<file path="src/design/prp_defines.svh">
/*
  Constants of the ramp parameter registers: select codes, widths,
  field positions and reset values. Included by the package and core.
*/
`ifndef PRP_DEFINES_SVH
`define PRP_DEFINES_SVH

`define PRP_SEL_ACCEL   4'h3
`define PRP_SEL_MULT    4'h4
`define PRP_SEL_RDP     4'h5
`define PRP_SEL_IDLE    4'h6
`define PRP_SEL_ENV     4'h7

`define PRP_RST_ACCEL   16'h0001
`define PRP_RST_MULT    10'h258
`define PRP_RST_RDP     24'h00_0000
`define PRP_RST_IDLE    3'h0
`define PRP_RST_ENV     24'h00_0000

`define PRP_MULT_SHIFT  13
`define PRP_S_CURVE_MUL 2
`define PRP_ENV_LOW_MSB 15
`define PRP_ENV_BYTE    8

`endif

</file>
<file path="src/design/prp_pkg.sv">
/*
  Types of the ramp parameter registers: compatibility modes, motion
  states and the layout of the operation environment word.
*/
`include "prp_defines.svh"

package prp_pkg;

  typedef enum logic [1:0] {
    PRP_MODE_NATIVE = 2'h0,
    PRP_MODE_LEG_NEW = 2'h1,
    PRP_MODE_LEG_OLD = 2'h2
  } prp_mode_t;

  typedef enum logic [4:0] {
    PRP_ST_IDLE  = 5'h01,
    PRP_ST_IDLING = 5'h02,
    PRP_ST_ACCEL = 5'h04,
    PRP_ST_CONST = 5'h08,
    PRP_ST_DECEL = 5'h10
  } prp_state_t;

  typedef struct packed {
    logic [7:0] test_space;
    logic       input_port_mode_4;
    logic       input_port_mode_3;
    logic       input_port_mode_2;
    logic       input_port_mode_1;
    logic       io_port_mode;
    logic       interrupt_mask_mode;
    logic       reverse;
    logic       stop_polarity;
    logic       env_bit7;
    logic       env_bit6;
    logic       env_bit5;
    logic       env_bit4;
    logic       auto_ramp_down_select;
    logic       countdown_stop;
    logic       native_mode_enable;
    logic       pulse_output_mode;
  } prp_env_t;

  typedef struct packed {
    logic [15:0] accel_rate;
    logic [9:0]  speed_multiplier;
    logic [23:0] ramp_down_point;
    logic [2:0]  idle_pulse_count;
    prp_env_t    env;
    logic        cmd_count_stop;
    logic [23:0] read_buffer;
    prp_state_t  st;
    logic [12:0] cur_step;
    logic [16:0] ramp_cnt;
    logic [23:0] acc;
    logic [23:0] auto_point;
    logic [23:0] remain;
    logic [2:0]  idle_left;
    logic        pulse;
  } prp_state_s_t;

endpackage

</file>
<file path="src/design/prp_regs.sv">
/*
  Ramp parameter registers and the pulse generator that applies them.
  Assumes a host that drives the select code with one-cycle write and
  read strobes, and outer logic that supplies speed steps and commands.
*/
`include "prp_defines.svh"
//
// Contract
// - Linear ramp time is step difference times rate
// - S-curve ramp takes twice the linear time
// - Multiplier is ten bits, upper bits read zero
// - Multiplier code 0100b, no readback oldest mode
// - Magnification is clock over multiplier times 8192
// - Pulse rate is speed step times magnification
// - Ramp-down point 24 bits, code 0101b
// - First legacy: upper point byte write only
// - Ramp-down point ignored outside positioning
// - Manual: decelerate when remaining at most point
// - Auto: decelerate at auto value plus correction
// - Auto value cleared, counts up, counts down
// - Positive early then low speed, negative late
// - Condition at start: low speed, no ramp
// - Idle count three bits, code 0110b
// - Idle pulses precede acceleration on fast start
// - Environment 24 bits, upper byte write only
// - First legacy: environment middle byte write only
// - Environment bit layout from bit zero upward
// - Rate register sixteen bits read and write
// - Rate register loaded with nonzero values
// - Remaining count decrements, stops at zero
module prp_regs
  import prp_pkg::*;
(
  input  wire logic        clock,
  input  wire logic        rst,
  input  wire prp_mode_t   compat_mode,
  input  wire logic [3:0]  register_select_code,
  input  wire logic        wr_stb,
  input  wire logic        rd_stb,
  input  wire logic [23:0] write_buffer,
  output logic      [23:0] read_buffer,
  input  wire logic [12:0] low_speed_step,
  input  wire logic [12:0] high_speed_step,
  input  wire logic        count_load,
  input  wire logic [23:0] pulse_count_target,
  input  wire logic        positioning_mode_bit,
  input  wire logic        s_curve,
  input  wire logic        start_req,
  input  wire logic        high_speed_start,
  input  wire logic        decel_stop_req,
  input  wire logic        stop_req,
  output logic             pulse_out,
  output logic             busy,
  output logic      [12:0] speed_step,
  output logic      [23:0] remaining_pulse_count,
  output prp_env_t         operation_environment
);

  prp_state_s_t q_r;
  prp_state_s_t q_nxt;

  logic [3:0]  eff_code;
  logic        native;
  logic        count_stop;
  logic [22:0] period;
  logic [24:0] acc_sum;
  logic        fire;
  logic signed [25:0] auto_sum;
  logic        decel_cond;
  logic [16:0] ramp_limit;
  logic        ramp_tick;
  logic        last_pulse;

  assign native = (compat_mode == PRP_MODE_NATIVE);
  assign eff_code = native ? register_select_code
                           : {1'b0, register_select_code[2:0]};
  assign count_stop = native ? q_r.env.countdown_stop : q_r.cmd_count_stop;

  assign period = {q_r.speed_multiplier, 13'h0000};
  assign acc_sum = {1'b0, q_r.acc} + {12'h000, q_r.cur_step};
  assign fire = (q_r.st != PRP_ST_IDLE) && (acc_sum >= {2'b00, period});

  assign auto_sum = $signed({2'b00, q_r.auto_point})
                  + $signed({{2{q_r.ramp_down_point[23]}},
                             q_r.ramp_down_point});

  always_comb begin
    decel_cond = 1'b0;
    if (positioning_mode_bit) begin
      if (q_r.env.auto_ramp_down_select) begin
        decel_cond = ($signed({2'b00, q_r.remain}) <= auto_sum);
      end else begin
        decel_cond = (q_r.remain <= q_r.ramp_down_point);
      end
    end
  end

  assign ramp_limit = s_curve ? {q_r.accel_rate, 1'b0}
                              : {1'b0, q_r.accel_rate};
  assign ramp_tick = ((q_r.ramp_cnt + 17'h0_0001) >= ramp_limit);

  assign last_pulse = positioning_mode_bit && !count_stop
                    && (q_r.remain == 24'h00_0001);

  always_comb begin
    q_nxt = q_r;
    q_nxt.pulse = 1'b0;

    if (wr_stb || rd_stb) begin
      q_nxt.cmd_count_stop = register_select_code[3];
    end

    if (wr_stb) begin
      unique case (eff_code)
        `PRP_SEL_ACCEL: q_nxt.accel_rate = write_buffer[15:0];
        `PRP_SEL_MULT:  q_nxt.speed_multiplier = write_buffer[9:0];
        `PRP_SEL_RDP:   q_nxt.ramp_down_point = write_buffer;
        `PRP_SEL_IDLE:  q_nxt.idle_pulse_count = write_buffer[2:0];
        `PRP_SEL_ENV:   q_nxt.env = write_buffer;
        default: ;
      endcase
    end

    if (rd_stb) begin
      q_nxt.read_buffer = 24'h00_0000;
      if (compat_mode != PRP_MODE_LEG_OLD) begin
        unique case (eff_code)
          `PRP_SEL_ACCEL: q_nxt.read_buffer = {8'h00, q_r.accel_rate};
          `PRP_SEL_MULT:  q_nxt.read_buffer = {14'h0000, q_r.speed_multiplier};
          `PRP_SEL_RDP: begin
            if (native) begin
              q_nxt.read_buffer = q_r.ramp_down_point;
            end else begin
              q_nxt.read_buffer = {8'h00, q_r.ramp_down_point[15:0]};
            end
          end
          `PRP_SEL_IDLE:  q_nxt.read_buffer = {21'h00_0000, q_r.idle_pulse_count};
          `PRP_SEL_ENV: begin
            if (native) begin
              q_nxt.read_buffer = {8'h00, q_r.env[15:0]};
            end else begin
              q_nxt.read_buffer = {16'h0000, q_r.env[7:0]};
            end
          end
          default: ;
        endcase
      end
    end

    if (count_load) begin
      q_nxt.remain = pulse_count_target;
    end

    if (fire) begin
      q_nxt.acc = 24'(acc_sum - {2'b00, period});
      q_nxt.pulse = 1'b1;
      if (!count_stop && (q_r.remain != 24'h00_0000)) begin
        q_nxt.remain = q_r.remain - 24'h00_0001;
      end
      if (q_r.st == PRP_ST_ACCEL) begin
        q_nxt.auto_point = q_r.auto_point + 24'h00_0001;
      end else if ((q_r.st == PRP_ST_DECEL) && (q_r.auto_point != 24'h00_0000)) begin
        q_nxt.auto_point = q_r.auto_point - 24'h00_0001;
      end
    end else if (q_r.st != PRP_ST_IDLE) begin
      q_nxt.acc = acc_sum[23:0];
    end

    unique case (q_r.st)
      PRP_ST_IDLE: begin
        if (start_req) begin
          q_nxt.auto_point = 24'h00_0000;
          q_nxt.acc = 24'h00_0000;
          q_nxt.ramp_cnt = 17'h0_0000;
          q_nxt.cur_step = low_speed_step;
          if (positioning_mode_bit && (q_r.remain == 24'h00_0000)) begin
            q_nxt.st = PRP_ST_IDLE;
          end else if (!high_speed_start || decel_cond) begin
            q_nxt.st = PRP_ST_CONST;
          end else if (q_r.idle_pulse_count != 3'h0) begin
            q_nxt.idle_left = q_r.idle_pulse_count;
            q_nxt.st = PRP_ST_IDLING;
          end else begin
            q_nxt.st = PRP_ST_ACCEL;
          end
        end
      end
      PRP_ST_IDLING: begin
        if (fire) begin
          q_nxt.idle_left = q_r.idle_left - 3'h1;
          if (q_r.idle_left == 3'h1) begin
            q_nxt.st = PRP_ST_ACCEL;
          end
        end
      end
      PRP_ST_ACCEL: begin
        if (decel_cond || decel_stop_req) begin
          q_nxt.ramp_cnt = 17'h0_0000;
          q_nxt.st = PRP_ST_DECEL;
        end else if (q_r.cur_step >= high_speed_step) begin
          q_nxt.cur_step = high_speed_step;
          q_nxt.st = PRP_ST_CONST;
        end else if (ramp_tick) begin
          q_nxt.ramp_cnt = 17'h0_0000;
          q_nxt.cur_step = q_r.cur_step + 13'h0001;
        end else begin
          q_nxt.ramp_cnt = q_r.ramp_cnt + 17'h0_0001;
        end
      end
      PRP_ST_CONST: begin
        if (q_r.cur_step > low_speed_step) begin
          if (decel_cond || decel_stop_req) begin
            q_nxt.ramp_cnt = 17'h0_0000;
            q_nxt.st = PRP_ST_DECEL;
          end
        end else if (decel_stop_req && !positioning_mode_bit) begin
          q_nxt.st = PRP_ST_IDLE;
        end
      end
      PRP_ST_DECEL: begin
        if (q_r.cur_step <= low_speed_step) begin
          q_nxt.cur_step = low_speed_step;
          if (!positioning_mode_bit) begin
            q_nxt.st = PRP_ST_IDLE;
          end else begin
            q_nxt.st = PRP_ST_CONST;
          end
        end else if (ramp_tick) begin
          q_nxt.ramp_cnt = 17'h0_0000;
          q_nxt.cur_step = q_r.cur_step - 13'h0001;
        end else begin
          q_nxt.ramp_cnt = q_r.ramp_cnt + 17'h0_0001;
        end
      end
      default: begin
        q_nxt.st = PRP_ST_IDLE;
      end
    endcase

    // late point stops above low speed
    if (fire && last_pulse && (q_r.st != PRP_ST_IDLE)) begin
      q_nxt.st = PRP_ST_IDLE;
    end
    if (stop_req) begin
      q_nxt.st = PRP_ST_IDLE;
    end
  end

  always_ff @(posedge clock or posedge rst) begin
    if (rst) begin
      q_r <= '0;
      q_r.accel_rate <= `PRP_RST_ACCEL;
      q_r.speed_multiplier <= `PRP_RST_MULT;
      q_r.ramp_down_point <= `PRP_RST_RDP;
      q_r.idle_pulse_count <= `PRP_RST_IDLE;
      q_r.env <= `PRP_RST_ENV;
      q_r.st <= PRP_ST_IDLE;
    end else begin
      q_r <= q_nxt;
    end
  end

  assign read_buffer = q_r.read_buffer;
  assign pulse_out = q_r.pulse;
  assign busy = (q_r.st != PRP_ST_IDLE);
  assign speed_step = q_r.cur_step;
  assign remaining_pulse_count = q_r.remain;
  assign operation_environment = q_r.env;

endmodule // prp_regs

</file>
<file path="config.mk">
export PLATFORM = sky130hd
export DESIGN_NAME = prp_regs
export DESIGN_NICKNAME = d
export VERILOG_FILES = /design/src/design/prp_pkg.sv /design/src/design/prp_regs.sv
export VERILOG_INCLUDE_DIRS = /design/src /design/src/design
export SDC_FILE = /design/constraint.sdc
export NUM_CORES = 1
export LEC_CHECK = 0
export BUFFER_PORTS_ARGS = -buffer_cell sky130_fd_sc_hd__buf_2
export CAP_MARGIN = 20
export CORE_ASPECT_RATIO = 0.8
export CORE_MARGIN = 2
export CORE_UTILIZATION = 61
export CTS_CLUSTER_DIAMETER = 80
export DETAILED_ROUTE_END_ITERATION = 8
export GPL_ROUTABILITY_DRIVEN = 1
export PLACE_DENSITY_LB_ADDON = 0.15
export SKIP_CTS_REPAIR_TIMING = 1
export SYNTH_ARGS = -nofsm -noshare
export SYNTH_HDL_FRONTEND = slang
export SYNTH_SLANG_ARGS = --single-unit
export TNS_END_PERCENT = 5
</file>
<file path="constraint.sdc">
create_clock -name clock -period 9.9 [get_ports clock]
set_input_delay 1.485 -clock clock [delete_from_list [all_inputs] [get_ports clock]]
set_output_delay 1.485 -clock clock [all_outputs]
set_load 0.005 [all_outputs]
</file>
==> impl_metrics.json <==
{
  "p_sw_mw": 1.89,
  "die-width_microns": 190,
  "hp-start": "operation_environment[22]$_DFFE_PP0P_",
  "grtUsageTotal_pct": 33.7,
  "status": "complete, no violations",
  "rrSetupSlack_ns": 3.33,
  "synthFlopType": "dfrtp_1",
  "synth_top_cells_by_count": "207 x dfrtp_1, 149 x ha_1, 136 x nand2_1, 131 x a21oi_1, 129 x inv_1",
  "die_area_sq_um": 29100,
  "dp_hpwl_microns": 36900,
  "fin_skew_ns": 0.0257,
  "syn_to_final_growth_pct": 8.68,
  "path_class": "reg2reg",
  "clk_latency_ns": 0.56,
  "core_sq_um": 27300,
  "grt_pass1_vias": 14297,
  "cts-buffers-inserted": 24,
  "worstPathRequired_ns": 10.33,
  "synthTopCellsByArea": "dfrtp_1 31%, ha_1 11%, mux2_2 5.3%",
  "period_share_pct": 66.3,
  "synth.most_common_cell": "dfrtp_1",
  "wl_per_cell_microns": 20.9,
  "synthDominantCellAreaShare_pct": 30.6,
  "cts_htree_levels": 1,
  "synth_edf_count": 0,
  "viasPerCell": 6.47,
  "cts.root.buffer_cell": "clkbuf_16",
  "grt_setup_unrepaired": "false",
  "layout-drive-gt1-share_pct": 18.3,
  "reg2reg_depth": 20,
  "synthArstFlopShare_pct": 100,
  "numClockSinks": 213,
  "fin_tns_setup_ns": 0,
  "r2r-start": "speed_step[6]$_DFFE_PP0P_",
  "sequentialPowerShare_pct": 32.7,
  "post-route-min-period_ns": 6.57,
  "synthCells": 1920,
  "worst_pin_slew_ns": 1.04,
  "nets": 2235,
  "ir_worst_vdd_mv": 0.163,
  "power.total_mw": 4.32,
  "grt_antenna_before_repair": 8,
  "syn-cell-area_sq_um": 16900,
  "power_leakage_nw": 8.52,
  "grt_pass1_wl_microns": 78600,
  "row_count": 54,
  "critPathCaptureType": "flop",
  "yosysSeqAreaShare_pct": 31.6,
  "p_int_mw": 2.42,
  "ios": 178,
  "via_count": 15387,
  "drt_iter0_drc": 1277,
  "final_antenna_net_count": 0,
  "yosysWarnings": 0,
  "port_buffers": 177,
  "clkPwrFrac_pct": 21.1,
  "gp_congestion": 0.929,
  "finalHoldViolCount": 0,
  "tritoncts": "built",
  "holdPathStages": 1,
  "cts_max_path_buffers": 3,
  "grt_overflow": 0,
  "synth.largest_area_cell": "dfrtp_1",
  "syn_area_per_cell_sq_um": 8.81,
  "cp_max_fo": 26,
  "ys_ff_latch": 213,
  "fmax_mhz": 152,
  "r2r_end": "remaining_pulse_count[6]$_DFF_PP0_",
  "path_clk_slew_ns": 0.06,
  "grt_max_degree": 80,
  "num-fill-cells": 2249,
  "synth_nets": 2163,
  "drv_slew": 0,
  "slew_headroom_pct": 30.7,
  "setup_viol": 0,
  "start_util_pct": 62.0,
  "power_density_nw_per_um2": 235,
  "yosys.cell_types.count": 98,
  "swShare_pct": 43.8,
  "hold_path_end": "operation_environment[22]$_DFFE_PP0P_",
  "die_h_microns": 153,
  "start_kind": "flop",
  "critPathArrivalTime_ns": 6.99,
  "power_frac_comb_pct": 46.2,
  "routed_wl_microns": 49600,
  "maxCapViolCount": 0,
  "min_path_type": "reg2reg",
  "drc_errors": 0,
  "first_pass_iters": 6
}
[routing by layer]
layer | track usage, % | vias to the layer above | share of wire, % | wire (microns)
met2 | 49.3 | 651 | 42 | 21000
met1 | 49.9 | 7500 | 45 | 22500
met3 | 8.01 | 87 | 9.3 | 4610
li1 | - | 7145 | - | -
met4 | 9.19 | 4 | 2.8 | 1370
met5 | 0 | - | 0.063 | 31
[cell families after synthesis]
kind of cell / count (synthesis) / share of synthesized area (%)
compound gates: 535 / 21.6
xor+xnor: 77 / 3.99
fa+ha+maj: 152 / 11.4
buf+inv: 284 / 8.36
flops: 213 / 31.6
mux: 103 / 6.69
simple gates: 556 / 16.4
[layout by cell type, fill, tap and decap left out, types with 8 or more instances in the layout]
master	synthesis	final
o21bai_1	12	12
a31oi_1	18	18
a21o_1	27	27
a22oi_1	10	10
a222oi_1	8	8
a22o_1	16	16
a211oi_1	24	23
buf_2	8	177
nand4_1	26	26
dfrtp_1	207	207
a221oi_1	9	9
mux2i_1	23	23
and3_1	29	29
ha_1	149	149
o22ai_1	24	24
nor3_1	50	50
nand2b_1	20	20
o221a_2	12	12
or4_1	11	11
o31ai_1	10	10
nand3_1	67	67
nand2_1	136	136
o21a_1	15	15
o21ai_0	112	112
o211ai_1	15	15
mux2_2	80	80
a21oi_1	131	131
or3_1	23	23
a211o_1	9	9
nor2_1	126	125
xor2_1	34	34
xnor2_1	43	43
inv_1	129	128
buf_4	87	19
nor4_1	20	19
clkbuf_16	0	24
nor2b_1	17	17
[flip-flops by register name, summed over array words and instances, names as in the netlist]
register and count:
speed_step 13, q_r 117, read_buffer 24, period 10, operation_environment 24, remaining_pulse_count 24, pulse_out 1
[stage by stage]
step                      util, %  cells  setup slack, ns  area [sq um]  hold WS [ns]
final                        67.3   2377             3.33         18400         0.507
after global routing         67.3   2373             2.89         18400         0.531
after CTS                    67.1   2367             3.46         18300         0.506
after detailed placement     64.2   2326             3.51         17500         0.492
after global placement       64.1   2325             3.73         17500         0.483
after floorplan                 -   1920             2.60         16900         0.473
[power by group through the flow]
stage                     combinational (mW)  clock, mW  sequential, mW
after global placement                  1.88          0            1.39
after floorplan                         1.60          0            1.26
after detailed placement                1.95          0            1.41
after global routing                    2.23      0.954            1.44
final                                   1.99      0.912            1.41
after CTS                               1.96      0.920            1.39
[worst max path at each step]
| stage | from | end | slack (ns) |
|---|---|---|---|
| 2_1_floorplan | rst | operation_environment[0]$_DFFE_PP0P_ | 2.60 |
| 3_3_place_gp | speed_step[6]$_DFFE_PP0P_ | remaining_pulse_count[6]$_DFF_PP0_ | 3.73 |
| 3_5_place_dp | speed_step[6]$_DFFE_PP0P_ | remaining_pulse_count[6]$_DFF_PP0_ | 3.51 |
| 4_1_cts | speed_step[2]$_DFFE_PP0P_ | remaining_pulse_count[6]$_DFF_PP0_ | 3.46 |
| 5_1_grt | speed_step[2]$_DFFE_PP0P_ | remaining_pulse_count[23]$_DFF_PP0_ | 2.89 |
| 6_report | speed_step[6]$_DFFE_PP0P_ | remaining_pulse_count[6]$_DFF_PP0_ | 3.33 |
[critical path, stage by stage, from the launching register on]
cell and delay, ns:
dfrtp_1 0.58, ha_1 0.50, nand2_1 0.15, a2111oi_4 0.39, or2_1 0.23, a21oi_1 0.09
o21ai_0 0.40, nand3_1 0.18, xnor2_1 0.22, ha_1 0.31, nor2b_1 0.16, o21ai_0 0.22
a21boi_1 0.15, o22ai_1 0.28, o21ai_0 0.20, or3b_1 0.46, o21ai_4 0.62, inv_4 0.23
a31oi_4 0.59, o21ba_2 0.24, o221a_2 0.23
[final cells by class]
cell class	instances	area, sq um	share of cell area (%)
Inverter	130	498	2.71
Multi-Input combinational cell	1423	10200	55.4
Clock inverter	7	96.3	0.524
Antenna cell	6	15.0	0.0817
Sequential cell	213	5340	29.0
Clock buffer	34	698	3.80
Timing Repair Buffer	200	1100	5.96
Tap cell	364	455	2.48
(Power assumes the default switching activity.)
